`config.mk`:
```
export PLATFORM = sky130hd
export DESIGN_NAME = dual_port_data_path
export DESIGN_NICKNAME = d
export VERILOG_FILES = /design/src/rtl/dpdp_pkg.sv /design/src/rtl/dual_port_data_path.sv
export VERILOG_INCLUDE_DIRS = /design/src /design/src/rtl
export SDC_FILE = /design/constraint.sdc
export NUM_CORES = 1
export LEC_CHECK = 0
export BUFFER_PORTS_ARGS = -buffer_cell sky130_fd_sc_hd__buf_2
export CORE_AREA = 2 2 141 143
export DETAILED_ROUTE_END_ITERATION = 10
export DIE_AREA = 0 0 143 145
export GPL_TIMING_DRIVEN = 0
export PLACE_DENSITY = 0.76
export SYNTH_ARGS = -nofsm -noshare
export SYNTH_HDL_FRONTEND = slang
export SYNTH_SLANG_ARGS = --single-unit
```
`constraint.sdc`:
```
create_clock -name mclk -period 8.1 [get_ports mclk]
set_input_delay 1.215 -clock mclk [delete_from_list [all_inputs] [get_ports mclk]]
set_output_delay 1.215 -clock mclk [all_outputs]
set_load 0.02 [all_outputs]
```
`src/rtl/dpdp_map.svh`:
```
// Purpose: constants of the dual port data path
// Assumes: included by the top module only
// Notes: offsets are byte addresses on the register bus
`ifndef DPDP_MAP_SVH
`define DPDP_MAP_SVH
`define DPDP_OFS_CTRL 8'h00
`define DPDP_OFS_STAT 8'h04
`define DPDP_OFS_IRQST 8'h08
`define DPDP_OFS_IRQMSK 8'h0C
`define DPDP_OFS_CS1 8'h10
`define DPDP_OFS_CS2 8'h14
`define DPDP_OFS_OUTPUT_BUFFER 8'h18
`define DPDP_OFS_RDBUS 8'h1C
`define DPDP_CTRL_MASTER 0
`define DPDP_CTRL_PORTA 1
`define DPDP_CTRL_TOHOST 2
`define DPDP_CTRL_WRITE 3
`define DPDP_CTRL_LOAD 4
`define DPDP_CTRL_GATE 6:5
`define DPDP_IRQ_PE 0
`define DPDP_IRQ_START 1
`define DPDP_CNT_FULL 7'd64
`define DPDP_CNT_HALF 7'd32
`define DPDP_CNT_QTR 7'd16
`endif

```
`src/rtl/dpdp_pkg.sv`:
```
// Purpose: types of the dual port data path
// Assumes: 18-bit host ports, 16-bit read bus
// Notes: none
package dpdp_pkg;
	typedef enum logic [1:0] {
		DPDP_SRC_CS1 = 2'b00,
		DPDP_SRC_CS2 = 2'b01,
		DPDP_SRC_REMOTE = 2'b11,
		DPDP_SRC_BUFFER = 2'b10
	} dpdp_src_t;
	typedef struct packed {
		logic [17:0] dataIn;
		logic [17:0] dataOut;
		logic dataOe;
	} dpdp_port_t;
	typedef struct packed {
		logic [1:0] narrowStrap;
		logic fullStrap;
		logic halfStrap;
		logic quarterStrap;
	} dpdp_strap_t;
	typedef struct packed {
		logic master;
		logic firstPortSelect;
		logic towardHostDirection;
		logic writeXfer;
		logic gateOn;
		dpdp_src_t gateSrc;
		logic [7:0] cs1;
		logic [7:0] cs2;
		logic [17:0] outputBuffer;
		logic [1:0] irqStatus;
		logic [1:0] irqMask;
		logic [6:0] startCount;
		logic strobeMeta;
		logic strobeSync;
		logic strobeLast;
		logic [17:0] aMeta;
		logic [17:0] aSync;
		logic [17:0] bMeta;
		logic [17:0] bSync;
		logic [15:0] ctlMeta;
		logic [15:0] ctlSync;
		dpdp_strap_t strapMeta;
		dpdp_strap_t strapSync;
		logic [17:0] aOut;
		logic aOeN;
		logic [17:0] bOut;
		logic bOeN;
		logic run;
		logic parityEnable;
		logic irq;
		logic hready;
		logic [31:0] hrdata;
		logic wrPend;
		logic [7:0] wrAddr;
	} dpdp_state_t;
endpackage

```
`src/rtl/dual_port_data_path.sv`:
```
// Purpose: dual host port data path with read bus mux and start counter
// Assumes: pins and straps are asynchronous and synchronised here
// Notes: registers over AHB-Lite, zero wait state
// Function
// second port drives: master, second, toward host
// first port drives: master, toward host, first
// second port unstrapped: lines 16,17 data
// first port unstrapped: lines 16,17 data
// selected port strapped: parity check enabled
// strobe with upper-only parity sets error
// remote gate routes drive control lines
// buffer gate routes low buffer bits
// read bus goes onto first port 0-15
// first port receives all eighteen lines; the code clears lines 16,17 when the selected port is strapped
// transfer load clears start counter
// write strobe increments start counter
// start at 64, 32 or 16
// no threshold strap: start always; the code starts after the first counted write strobe
// write run asserts once start reached
// status reads gate control low bytes
// port choice bit selects first port
// one source at a time, else zero
//
// Our own choices: register access over AHB-Lite and the placing of the registers.
module dual_port_data_path
	import dpdp_pkg::*;
(
	// clock and reset
	input wire logic mclk,
	input wire logic rst,
	// ahb-lite slave
	input wire logic hsel,
	input wire logic [7:0] haddr,
	input wire logic [1:0] htrans,
	input wire logic hwrite,
	input wire logic [2:0] hsize,
	input wire logic [31:0] hwdata,
	input wire logic hready,
	output logic hreadyout,
	output logic hresp,
	output logic [31:0] hrdata,
	// host ports
	input wire logic [17:0] firstPortIn,
	output logic [17:0] firstPortOut,
	output logic firstPortOe_n,
	input wire logic [17:0] secondPortIn,
	output logic [17:0] secondPortOut,
	output logic secondPortOe_n,
	input wire logic wordStrobe,
	// drive side and straps
	input wire logic [15:0] driveControlIn,
	input wire dpdp_pkg::dpdp_strap_t straps,
	output logic driveRun,
	output logic parityCheckEnable,
	output logic irq
);
	import dpdp_pkg::*;
	`include "dpdp_map.svh"

	dpdp_state_t s_ff;
	dpdp_state_t nxt_s;
	logic strobeEdge;
	logic firstWideData;
	logic secondWideData;
	logic startReached;
	logic [17:0] selIn;
	logic [17:0] rxData;
	logic [15:0] internalReadBus;
	logic [1:0] events;
	logic [1:0] w1c;
	logic [31:0] rdMux;
	logic addrOk;

	////////////////////////////////////////////////////////////////
	always_comb begin
		nxt_s = s_ff;
		// input synchronisers
		nxt_s.strobeMeta = wordStrobe;
		nxt_s.strobeSync = s_ff.strobeMeta;
		nxt_s.strobeLast = s_ff.strobeSync;
		nxt_s.aMeta = firstPortIn;
		nxt_s.aSync = s_ff.aMeta;
		nxt_s.bMeta = secondPortIn;
		nxt_s.bSync = s_ff.bMeta;
		nxt_s.ctlMeta = driveControlIn;
		nxt_s.ctlSync = s_ff.ctlMeta;
		nxt_s.strapMeta = straps;
		nxt_s.strapSync = s_ff.strapMeta;
		strobeEdge = s_ff.strobeSync & ~s_ff.strobeLast;

		// port choice select
		selIn = s_ff.firstPortSelect ? s_ff.aSync : s_ff.bSync;
		// first port wide
		firstWideData = s_ff.firstPortSelect &
			~s_ff.strapSync.narrowStrap[0];
		// second port wide
		secondWideData = ~s_ff.firstPortSelect &
			~s_ff.strapSync.narrowStrap[1];
		// receive all lines
		rxData = selIn;
		if (!(firstWideData | secondWideData)) begin
			rxData[17:16] = 2'b00;
		end
		// parity enable strap
		nxt_s.parityEnable = ~(firstWideData | secondWideData);

		// single source mux
		internalReadBus = 16'h0000;
		if (s_ff.gateOn) begin
			unique case (s_ff.gateSrc)
				// remote register read
				DPDP_SRC_REMOTE: internalReadBus = s_ff.ctlSync;
				// buffer maintenance read
				DPDP_SRC_BUFFER: internalReadBus = s_ff.outputBuffer[15:0];
				// status low bytes
				DPDP_SRC_CS1: internalReadBus = {8'h00, s_ff.cs1};
				DPDP_SRC_CS2: internalReadBus = {8'h00, s_ff.cs2};
			endcase
		end

		// count write strobes
		if (s_ff.writeXfer && strobeEdge && s_ff.startCount != 7'h7F) begin
			nxt_s.startCount = s_ff.startCount + 7'd1;
		end
		if (s_ff.writeXfer && strobeEdge) begin
			nxt_s.outputBuffer = rxData;
		end
		// start thresholds
		startReached =
			(s_ff.strapSync.fullStrap &&
			s_ff.startCount >= `DPDP_CNT_FULL) ||
			(s_ff.strapSync.halfStrap &&
			s_ff.startCount >= `DPDP_CNT_HALF) ||
			(s_ff.strapSync.quarterStrap &&
			s_ff.startCount >= `DPDP_CNT_QTR) ||
			// no strap always start
			!(s_ff.strapSync.fullStrap | s_ff.strapSync.halfStrap |
			s_ff.strapSync.quarterStrap);
		// run once filled
		nxt_s.run = s_ff.writeXfer && startReached &&
			s_ff.startCount != 7'd0;

		// parity error detect
		events[`DPDP_IRQ_PE] = s_ff.parityEnable && strobeEdge &&
			selIn[17] && !selIn[16];
		events[`DPDP_IRQ_START] = nxt_s.run & ~s_ff.run;

		// first port drivers
		nxt_s.aOeN = ~(s_ff.master & s_ff.towardHostDirection &
			s_ff.firstPortSelect);
		// read bus to first port
		nxt_s.aOut = nxt_s.aOeN ? {2'b00, internalReadBus} :
			s_ff.outputBuffer;
		// second port drivers
		nxt_s.bOeN = ~(s_ff.master & s_ff.towardHostDirection &
			~s_ff.firstPortSelect);
		nxt_s.bOut = s_ff.outputBuffer;

		// bus slave
		addrOk = (haddr[1:0] == 2'b00) && (haddr <= `DPDP_OFS_RDBUS);
		unique case (haddr)
			`DPDP_OFS_CTRL: rdMux = {25'h0, s_ff.gateOn,
				s_ff.gateSrc, s_ff.writeXfer, s_ff.towardHostDirection,
				s_ff.firstPortSelect, s_ff.master};
			`DPDP_OFS_STAT: rdMux = {16'h0, s_ff.run,
				s_ff.parityEnable, 7'h0, s_ff.startCount};
			`DPDP_OFS_IRQST: rdMux = {30'h0, s_ff.irqStatus};
			`DPDP_OFS_IRQMSK: rdMux = {30'h0, s_ff.irqMask};
			`DPDP_OFS_CS1: rdMux = {24'h0, s_ff.cs1};
			`DPDP_OFS_CS2: rdMux = {24'h0, s_ff.cs2};
			`DPDP_OFS_OUTPUT_BUFFER: rdMux = {14'h0, s_ff.outputBuffer};
			`DPDP_OFS_RDBUS: rdMux = {16'h0, internalReadBus};
			default: rdMux = 32'h0000_0000;
		endcase
		nxt_s.hready = 1'b1;
		nxt_s.wrPend = 1'b0;
		if (hsel && hready && htrans[1]) begin
			nxt_s.wrPend = hwrite & addrOk;
			nxt_s.wrAddr = haddr;
			if (!hwrite) begin
				nxt_s.hrdata = addrOk ? rdMux : 32'h0000_0000;
			end
		end
		w1c = 2'b00;
		if (s_ff.wrPend) begin
			unique case (s_ff.wrAddr)
				`DPDP_OFS_CTRL: begin
					nxt_s.master = hwdata[`DPDP_CTRL_MASTER];
					nxt_s.firstPortSelect = hwdata[`DPDP_CTRL_PORTA];
					nxt_s.towardHostDirection = hwdata[`DPDP_CTRL_TOHOST];
					nxt_s.writeXfer = hwdata[`DPDP_CTRL_WRITE];
					nxt_s.gateSrc = dpdp_src_t'(hwdata[`DPDP_CTRL_GATE]);
					nxt_s.gateOn = hwdata[7];
					// load clears counter
					if (hwdata[`DPDP_CTRL_LOAD]) begin
						nxt_s.startCount = 7'd0;
					end
				end
				`DPDP_OFS_IRQST: w1c = hwdata[1:0];
				`DPDP_OFS_IRQMSK: nxt_s.irqMask = hwdata[1:0];
				`DPDP_OFS_CS1: nxt_s.cs1 = hwdata[7:0];
				`DPDP_OFS_CS2: nxt_s.cs2 = hwdata[7:0];
				`DPDP_OFS_OUTPUT_BUFFER: nxt_s.outputBuffer = hwdata[17:0];
				default: w1c = 2'b00;
			endcase
		end
		// set wins over clear
		nxt_s.irqStatus = (s_ff.irqStatus & ~w1c) | events;
		nxt_s.irq = |(nxt_s.irqStatus & s_ff.irqMask);
	end

	////////////////////////////////////////////////////////////////
	always_ff @(posedge mclk or posedge rst) begin
		if (rst) begin
			s_ff <= '0;
			s_ff.aOeN <= 1'b1;
			s_ff.bOeN <= 1'b1;
			s_ff.hready <= 1'b1;
			s_ff.parityEnable <= 1'b1;
			s_ff.firstPortSelect <= 1'b1;
		end else begin
			s_ff <= nxt_s;
		end
	end

	////////////////////////////////////////////////////////////////
	assign hreadyout = s_ff.hready;
	assign hresp = 1'b0;
	assign hrdata = s_ff.hrdata;
	assign firstPortOut = s_ff.aOut;
	assign firstPortOe_n = s_ff.aOeN;
	assign secondPortOut = s_ff.bOut;
	assign secondPortOe_n = s_ff.bOeN;
	assign driveRun = s_ff.run;
	assign parityCheckEnable = s_ff.parityEnable;
	assign irq = s_ff.irq;
endmodule // dual_port_data_path

```
==> results.py, run 1 <==
metrics = {
    "finish": {
        "final_layout_size_suffix_gt1_share_pct": 35.2,
        "layout_commonest_cell": "dfrtp_1",
        "nets": 1016,
        "synthToLayoutAreaGrowth_pct": 21.7,
        "layout_common_cells": "dfrtp_1, buf_2, nand2_1",
        "num-fill-cells": 1553,
    },
    "clock_tree": {
        "cts_hold_buf": 0,
        "cts_setup_buffers": 0,
        "root_buffer": "clkbuf_16",
        "cts.sinks": 237,
        "numCtsBuffers": 25,
        "cts_resized": 0,
        "clk_pin_slew_worst_paths_ps": 60,
        "cts_tree": "built",
        "htreeDepth": 1,
        "insertion_delay_ps": 520,
        "cts.path.max_buffers": 3,
    },
    "power": {
        "p_leak_nw": 5.39,
        "peakVddDrop_mv": 0.163,
        "total_power_mw": 2.84,
        "power.density_nw_per_um2": 253,
    },
    "timing": {
        "grt_setup_unrepaired": "false",
        "timing.slew.headroom_pct": 37.0,
        "max_slew.worst_pin.slew_ps": 938,
        "min_period_ps": 2570,
        "fin_skew_ps": 23.1,
        "setup_violations": 0,
        "fin_ws_ps": 5530,
        "period_share_pct": 31.7,
        "fmax_mhz": 389,
        "slew_violations": 0,
        "hold_viol_final": 0,
    },
    "grt": {
        "grt_overflow": 0,
        "antenna_found_initial": 2,
        "grt_usage_pct": 20.2,
        "grt_max_degree": 125,
        "grt_pass1_vias": 6119,
        "grt_pass1_wl_mm": 32.6,
    },
    "yosys": {
        "synth_edf_count": 0,
        "synth_area_leaders": "dfrtp_1, buf_4, mux2_2, mux2i_1, nand2_1",
        "ys_types": 55,
        "synth_compound_area_share_pct": 6.92,
        "yosys_warnings": 0,
        "syn_area_um2": 9220,
        "synthXorXnorAreaFrac_pct": 0.0950,
        "synth_top_area_cell": "dfrtp_1",
        "synth-main-ff-cell": "dfrtp_1",
        "ys_seq_area_share_pct": 64.4,
        "synth_adder_area_share_pct": 0.271,
        "synth_mux_area_share_pct": 10.0,
        "avgSynthCellArea_um2": 12.8,
        "synth_top_area_share_pct": 63.2,
        "synth_top_family_by_area": "simple AND/OR/NAND/NOR gates",
        "synthArstFlopShare_pct": 100,
        "ys_ff_latch": 237,
        "yosys.area_share.simple_pct": 10.4,
        "synthCells": 718,
    },
    "detailed_routing": {
        "drc": 0,
        "wl_mm": 20.4,
        "drt_iter0_markers": 507,
        "dr.pass1.iters": 6,
        "wl_per_cell_um": 17.2,
        "vias": 5985,
        "viasPerCell": 5.03,
        "ant_nets": 0,
    },
    "floorplanning": {
        "fp.dieW_um": 143,
        "rows": 51,
        "start_util_pct": 48.0,
        "fp.dieH_um": 145,
        "core_um2": 19200,
        "io_pins": 183,
        "dieArea_um2": 20700,
    },
    "run": {
        "maxCapViolations": 0,
    },
    "placed_design": {
        "dp_slack_ps": 5020,
        "io_buffer_count": 146,
        "gp_congestion": 0.927,
        "dp_hpwl_mm": 14.4,
    },
    "outcome": {
        "status": "finished, final reports clean",
    },
    "critical_path": {
        "path_class": "in2reg",
        "startpoint_type": "input pin",
        "setup.worst_path.end_class": "register",
        "critical_path_arrival_ps": 3020,
        "path_max_fanout": 10,
        "required_ps": 8550,
    },
    "worst_hold_path": {
        "hp-class": "reg2reg",
    },
}
[flip-flops by register name, summed over array words and instances (netlist names)]
signal	flops
driveRun	1
firstPortOe_n	1
firstPortOut	18
hrdata	18
irq	1
nxt_s	77
parityCheckEnable	1
s_ff	101
secondPortOe_n	1
secondPortOut	18
[cell usage after synthesis (4+ instances only)]
cell type / instances
a22oi_1: 4
a21oi_1: 8
o22ai_1: 4
inv_1: 19
buf_4: 70
a221oi_1: 4
nor2_1: 24
mux4_2: 8
dfrtp_1: 233
mux2i_1: 35
a22o_1: 10
clkbuf_1: 20
or3_1: 6
dfstp_2: 4
mux2_2: 35
o21ai_0: 47
nand2_1: 74
a222oi_1: 6
nand3b_1: 16
nor4_1: 4
nor3_1: 8
nand3_1: 9
a21boi_0: 4
nor2b_1: 4
buf_2: 8
and3_1: 4
[layout make-up]
| cell class | count | area [µm²] | area share, % |
|---|---|---|---|
| clock inverter | 17 | 205 | 1.83 |
| sequential | 237 | 5940 | 52.9 |
| tap | 265 | 332 | 2.95 |
| inverter | 19 | 78.8 | 0.702 |
| timing repair buffer | 147 | 758 | 6.75 |
| clock buffer | 27 | 643 | 5.73 |
| buffer | 101 | 652 | 5.81 |
| multi-input combinational | 375 | 2620 | 23.3 |
| antenna | 2 | 5.00 | 0.0446 |
[power by group]
part	switching (mW)	leakage [nW]	total (mW)	internal, mW
logic	0.173	2.14	0.312	0.139
clock network	0.456	0.424	1.16	0.706
registers	0.0853	2.82	1.37	1.28
total	0.714	5.39	2.84	2.13
[worst paths after layout]
kind                                      start                        to  slack [ps]  depth (start not counted)
max in group asynchronous                   rst  secondPortOe_n$_DFF_PP1_        6220                          3
max                                    haddr[0]     hrdata[8]$_DFFE_PP0P_        5530                          6
min in group asynchronous                   rst       s_ff[137]$_DFF_PP0_         870                          2
min                        nxt_s[125]$_DFF_PP0_       s_ff[125]$_DFF_PP0_         350                          0
max reg2reg                 s_ff[0]$_DFFE_PP0P_       nxt_s[53]$_DFF_PP0_        5860                          4
min reg2reg                nxt_s[125]$_DFF_PP0_       s_ff[125]$_DFF_PP0_         350                          0
[critical path: stages]
cell	delay [ps]
buf_2	140
or2_2	290
clkbuf_1	230
nor4_2	860
a222oi_1	170
inv_1	110
[layer usage]
layer / routed length (µm) / global-route usage [%]
met3: 1620 / 4.46
met5: 0 / 0
met4: 672 / 7.97
met2: 9500 / 31.0
met1: 8640 / 28.4
[logic make-up after synthesis]
| family | Yosys count |
|---|---|
| mux | 78 |
| other cells | 2 |
| flops | 237 |
| simple gates | 179 |
| fa+ha+maj | 2 |
| buf+inv | 120 |
| xor+xnor | 1 |
| compound gates | 99 |
[through the flow]
stage | std cells | utilization, % | cell area (µm²) | hold slack (ps) | setup TNS, ps
finish | 1190 | 58.4 | 11200 | 345 | 0
global placement | 1143 | 53.8 | 10300 | 333 | -393290
CTS | 1188 | 58.4 | 11200 | 346 | 0
detailed placement | 1144 | 54.0 | 10400 | 335 | 0
floorplan | 732 | - | 9280 | 331 | 0
global route | 1189 | 58.4 | 11200 | 352 | 0
No activity file was read; power rests on OpenSTA's default activity.
==> inputs of run 2 (changes only) <==
--- a/config.mk
+++ b/config.mk
@@ -6,12 +6,13 @@
 export SDC_FILE = /design/constraint.sdc
 export NUM_CORES = 1
 export LEC_CHECK = 0
+export ABC_AREA = 1
 export BUFFER_PORTS_ARGS = -buffer_cell sky130_fd_sc_hd__buf_2
-export CORE_AREA = 2 2 141 143
+export CORE_AREA = 2 2 134 136
 export DETAILED_ROUTE_END_ITERATION = 10
-export DIE_AREA = 0 0 143 145
+export DIE_AREA = 0 0 136 138
 export GPL_TIMING_DRIVEN = 0
-export PLACE_DENSITY = 0.76
+export PLACE_DENSITY = 0.8
 export SYNTH_ARGS = -nofsm -noshare
 export SYNTH_HDL_FRONTEND = slang
 export SYNTH_SLANG_ARGS = --single-unit
==> constraint.sdc (replaced) <==
create_clock -name mclk -period 2.4 [get_ports mclk]
set_input_delay 0.36 -clock mclk [delete_from_list [all_inputs] [get_ports mclk]]
set_output_delay 0.36 -clock mclk [all_outputs]
set_load 0.02 [all_outputs]
==> results.py, run 2 <==
metrics = {
    "outcome": {
        "status": "finished, final reports clean",
    },
    "detailed_routing": {
        "wl_mm": 22.6,
        "dr.pass1.iters": 5,
        "drt_iter0_markers": 551,
        "vias": 7155,
        "viasPerCell": 4.94,
        "drc": 0,
        "wl_per_cell_um": 15.6,
        "ant_nets": 0,
    },
    "yosys": {
        "yosysMostFrequentCell": "nand2_1",
        "synthTopCellsByCount": "nand2_1, dfrtp_1, nor2_1, o21ai_0, buf_4",
        "yosys_warnings": 0,
        "synth_top_area_cell": "dfrtp_1",
        "syn_area_um2": 9320,
        "synth_edf_count": 0,
        "synth-main-ff-cell": "dfrtp_1",
        "avgSynthCellArea_um2": 9.81,
        "synthCells": 950,
        "ys_seq_area_share_pct": 63.7,
        "ys_types": 31,
        "synthArstFlopShare_pct": 100,
        "synth_top_area_share_pct": 62.6,
        "ys_ff_latch": 237,
        "synth_area_leaders": "dfrtp_1, nand2_1, buf_4, o21ai_0, nor2_1",
    },
    "placed_design": {
        "gp_congestion": 0.913,
        "io_buffer_count": 148,
        "dp_hpwl_mm": 15.3,
        "dpl.cell_count": 1346,
    },
    "critical_path": {
        "slowest_stage": "dfrtp_1",
        "path_max_fanout": 6,
        "crit_chain": "nor2_2 -> nand3_1 -> nor2_1 -> nand2_1 -> nor2_2 -> inv_1 -> o21ai_0 -> a21oi_1",
        "ff2ff_setup_slack_ps": 700,
        "setup.worst_path.end_class": "register",
        "worst_path_most_repeated_cell": "nor2_2",
        "critical-path-max-stage-delay_ps": 390,
        "required_ps": 2790,
        "critical_path_arrival_ps": 2090,
        "path_class": "reg2reg",
        "startpoint_type": "register",
    },
    "clock_tree": {
        "cts_tree": "built",
        "insertion_delay_ps": 520,
        "cts_setup_buffers": 0,
        "clk_pin_slew_worst_paths_ps": 70,
        "numCtsBuffers": 24,
        "cts.path.max_buffers": 3,
        "cts.sinks": 237,
        "root_buffer": "clkbuf_16",
        "htreeDepth": 1,
    },
    "finish": {
        "final_util_pct": 68.4,
        "layout_commonest_cell": "nand2_1",
        "largest-register": "s_ff",
        "antennaDiodeCount": 0,
        "largest_reg_flops": 101,
        "fin_cells": 1449,
        "layout_common_cells": "nand2_1, dfrtp_1, buf_2",
        "synthToLayoutAreaGrowth_pct": 28.7,
        "final_layout_size_suffix_gt1_share_pct": 26.0,
        "nets": 1312,
    },
    "floorplanning": {
        "fp.dieH_um": 138,
        "io_pins": 183,
        "rows": 49,
        "start_util_pct": 53.2,
        "core_um2": 17500,
        "fp.dieW_um": 136,
        "dieArea_um2": 18800,
    },
    "power": {
        "total_power_mw": 9.80,
        "swShare_pct": 25.2,
        "power.internal_mw": 7.33,
        "p_leak_nw": 6.17,
        "pwr-share-seq_pct": 46.0,
        "peakVddDrop_mv": 0.660,
        "clkPwrFrac_pct": 42.7,
        "p_switching_mw": 2.47,
        "combinationalPowerShare_pct": 11.3,
        "power.density_nw_per_um2": 817,
    },
    "timing": {
        "fin_skew_ps": 16.8,
        "hold_ws_ps": 50.1,
        "setup_violations": 0,
        "tns_ps": 0,
        "max_slew.worst_pin.slew_ps": 685,
        "grt_setup_unrepaired": "false",
        "period_share_pct": 70.9,
        "timing.slew.headroom_pct": 54.2,
        "hold_viol_final": 0,
        "fmax_mhz": 587,
        "min_period_ps": 1700,
        "slew_violations": 0,
    },
    "worst_hold_path": {
        "hp-class": "in2reg",
    },
    "grt": {
        "grt_pass1_vias": 6980,
        "antenna_found_initial": 0,
        "grt_usage_pct": 24.9,
        "grt_pass1_wl_mm": 36.4,
        "grt_max_degree": 46,
        "grt_overflow": 0,
    },
    "run": {
        "maxCapViolations": 0,
    },
}
## run 2: layer usage
layer	vias up	global-route usage, %	part of all wire [%]
li1	3432	-	-
met1	3379	32.6	41
met2	290	42.3	50
met3	54	4.07	6.2
met4	0	8.06	2.8
met5	-	0	0
## run 2: power by group through the flow
stage	logic (mW)	registers [mW]	clock network, mW
detailed placement	1.02	4.57	0
floorplan	0.704	4.50	0
global placement	0.972	4.56	0
global route	1.24	4.53	4.43
finish	1.11	4.51	4.18
CTS	1.10	4.50	4.21
## run 2: per-stage QoR
stage	worst slack [ps]	instance area [µm²]
2_1_floorplan	-1060	9380
3_3_place_gp	-2180	10400
3_5_place_dp	673	10500
4_1_cts	676	12000
5_1_grt	501	12000
6_report	697	12000
## run 2: worst max-delay path, delay by kind of cell (launching register included)
kind	cells	cell delay, ps
buf+inv	1	120
simple gates	5	930
compound gates	2	150
flops	1	390
## run 2: cells by family after synthesis
group	synth area share (%)
AOI/OAI and AO/OA	7.53
xor gates and xnor gates	0.188
adders and majority gates	0.268
buffers and inverters	9.99
DFF	63.7
muxes	0.242
other	0.0806
and+or+nand+nor	18.0
## run 2: what timing repair did
item,CTS,global route
endpoints found under the hold margin,86,0
hold buffers,59,0
gates resized for setup,0,0
setup endpoints to repair,0,0
## run 2: worst paths after layout
kind	cells after the start	endpoint	start
worst min register to register	0	s_ff[177]$_DFF_PP0_	nxt_s[177]$_DFF_PP0_
worst min-delay path	3	nxt_s[63]$_DFF_PP0_	hwdata[17]
worst max register to register	8	s_ff[200]$_DFF_PP0_	s_ff[6]$_DFFE_PP0P_
max in group asynchronous	6	nxt_s[105]$_DFF_PP0_	rst
worst max-delay path	8	s_ff[200]$_DFF_PP0_	s_ff[6]$_DFFE_PP0P_
min in group asynchronous	3	s_ff[205]$_DFF_PP0_	rst
## run 2: cell type report
| cell class | count | area (µm²) |
|---|---|---|
| plain buffers | 95 | 649 |
| well taps | 229 | 287 |
| repair buffers | 212 | 1430 |
| multi-input cells | 557 | 2510 |
| clock inverters | 17 | 273 |
| inverters | 75 | 285 |
| clock buffers | 27 | 632 |
| flip-flops and latches | 237 | 5940 |
| fillers | 1304 | 5530 |
==> inputs of run 3 (changes only) <==
==> constraint.sdc (replaced) <==
create_clock -name mclk -period 1.74 [get_ports mclk]
set_input_delay 0.261 -clock mclk [delete_from_list [all_inputs] [get_ports mclk]]
set_output_delay 0.261 -clock mclk [all_outputs]
set_load 0.02 [all_outputs]
==> results.py, run 3 (synthesis gave the netlist of run 2 again) <==
metrics = {
    "timing": {
        "period_share_pct": 94.7,
        "min_period_ps": 1650,
        "timing.slew.headroom_pct": 54.8,
        "grt_setup_unrepaired": "true",
        "fmax_mhz": 607,
        "setup_violations": 0,
        "hold_viol_final": 0,
        "hold_ws_ps": 14.5,
        "slew_violations": 0,
        "fin_skew_ps": 16.9,
        "max_slew.worst_pin.slew_ps": 674,
    },
    "placed_design": {
        "io_buffer_count": 148,
        "dpl_cell_area_um2": 10500,
        "dpl.cell_count": 1346,
        "dp_hpwl_mm": 15.3,
        "gp_congestion": 0.913,
    },
    "detailed_routing": {
        "drc": 0,
        "vias": 7141,
        "drt_iter0_markers": 522,
        "highest_layer": "met4",
        "wl_mm": 22.5,
        "ant_nets": 0,
        "dr.pass1.iters": 5,
        "dr_wl_met2_mm": 11.3,
        "wl_met1_mm": 9.08,
        "wl_met3_mm": 1.49,
        "wl_per_cell_um": 15.4,
        "viasPerCell": 4.90,
    },
    "floorplanning": {
        "fp.dieW_um": 136,
        "dieArea_um2": 18800,
        "io_pins": 183,
        "fp.dieH_um": 138,
        "core_um2": 17500,
        "start_util_pct": 53.2,
        "rows": 49,
    },
    "critical_path": {
        "path_max_fanout": 10,
        "startpoint_type": "register",
        "required_ps": 2140,
        "critical_path_arrival_ps": 2050,
        "setup.worst_path.end_class": "register",
        "path_class": "reg2reg",
        "reg2regPathDepth": 6,
    },
    "power": {
        "total_power_mw": 13.5,
        "p_leak_nw": 6.21,
        "peakVddDrop_mv": 0.896,
        "power.density_nw_per_um2": 1120,
    },
    "grt": {
        "grt_usage_pct": 24.5,
        "grt_pass1_wl_mm": 36.1,
        "grt_pass1_vias": 7018,
        "antenna_found_initial": 0,
        "grt_max_degree": 46,
        "grt_overflow": 0,
    },
    "worst_hold_path": {
        "hold_depth": 3,
        "hp-class": "in2reg",
    },
    "run": {
        "maxCapViolations": 0,
    },
    "outcome": {
        "status": "finished, final reports clean",
    },
    "clock_tree": {
        "root_buffer": "clkbuf_16",
        "clk_pin_slew_worst_paths_ps": 60,
        "htreeDepth": 1,
        "cts.path.max_buffers": 3,
        "numCtsBuffers": 24,
        "insertion_delay_ps": 520,
        "cts.sinks": 237,
        "cts_setup_buffers": 0,
        "cts_tree": "built",
    },
    "finish": {
        "synthToLayoutAreaGrowth_pct": 29.7,
        "fin_cells": 1457,
        "layout_common_cells": "nand2_1, dfrtp_1, buf_2",
        "design_area_um2": 12100,
        "nets": 1320,
        "antennaDiodeCount": 0,
        "final_util_pct": 69.0,
        "largest-register": "s_ff",
        "largest_reg_flops": 101,
        "layout_commonest_cell": "nand2_1",
        "num-fill-cells": 1290,
        "final_layout_size_suffix_gt1_share_pct": 26.3,
    },
}
run 3: final timing paths:
path | from | endpoint | slack (ps)
min in group asynchronous | rst | s_ff[210]$_DFF_PP0_ | 330
hold / removal | haddr[5] | s_ff[5]$_DFFE_PP0P_ | 10
max in group asynchronous | rst | s_ff[102]$_DFF_PP0_ | 330
setup reg to reg | s_ff[6]$_DFFE_PP0P_ | nxt_s[49]$_DFF_PP0_ | 90
setup / recovery | s_ff[6]$_DFFE_PP0P_ | nxt_s[49]$_DFF_PP0_ | 90
hold reg to reg | nxt_s[135]$_DFF_PP0_ | s_ff[135]$_DFF_PP0_ | 350
run 3: report_power, final:
| group | switching (mW) | internal, mW | total [mW] |
|---|---|---|---|
| combinational | 0.895 | 0.658 | 1.55 |
| clock | 2.18 | 3.55 | 5.73 |
| sequential | 0.296 | 5.92 | 6.22 |
| total | 3.37 | 10.1 | 13.5 |
run 3: worst max-delay path: stages, from the launching register on:
cell and delay (ps):
dfrtp_1 390, nor2_2 140, nand2_1 100, nor3_4 220
nand2_2 220, buf_2 230, o21ai_0 240
run 3: layer usage:
layer | vias to the layer above | GRT usage, %
met1 | 3343 | 32.3
met2 | 288 | 41.7
met3 | 51 | 3.45
met5 | - | 0
li1 | 3459 | -
met4 | 0 | 8.22
run 3: layout make-up:
| type | instances | area [µm²] | share of cell area [%] |
|---|---|---|---|
| Multi-Input combinational cell | 557 | 2520 | 20.9 |
| Sequential cell | 237 | 5940 | 49.1 |
| Clock inverter | 17 | 273 | 2.26 |
| Tap cell | 229 | 287 | 2.37 |
| Inverter | 75 | 285 | 2.36 |
| Timing Repair Buffer | 219 | 1500 | 12.4 |
| Buffer | 95 | 651 | 5.38 |
| Timing Repair inverter | 1 | 5.00 | 0.0414 |
| Clock buffer | 27 | 632 | 5.22 |
run 3: stage by stage:
step | worst slack, ps | setup TNS (ps)
after CTS | 53.6 | 0
after detailed placement | 74.7 | 0
after global placement | -2740 | -640750
final | 92.4 | 0
after floorplan | -1620 | -381550
after global routing | -31.7 | -84.1
run 3: what timing repair did:
item                                   CTS  global route
resized for setup                        0             8
hold buffers                            66             0
endpoints found under the hold margin   93             0
setup endpoints to repair                0            56
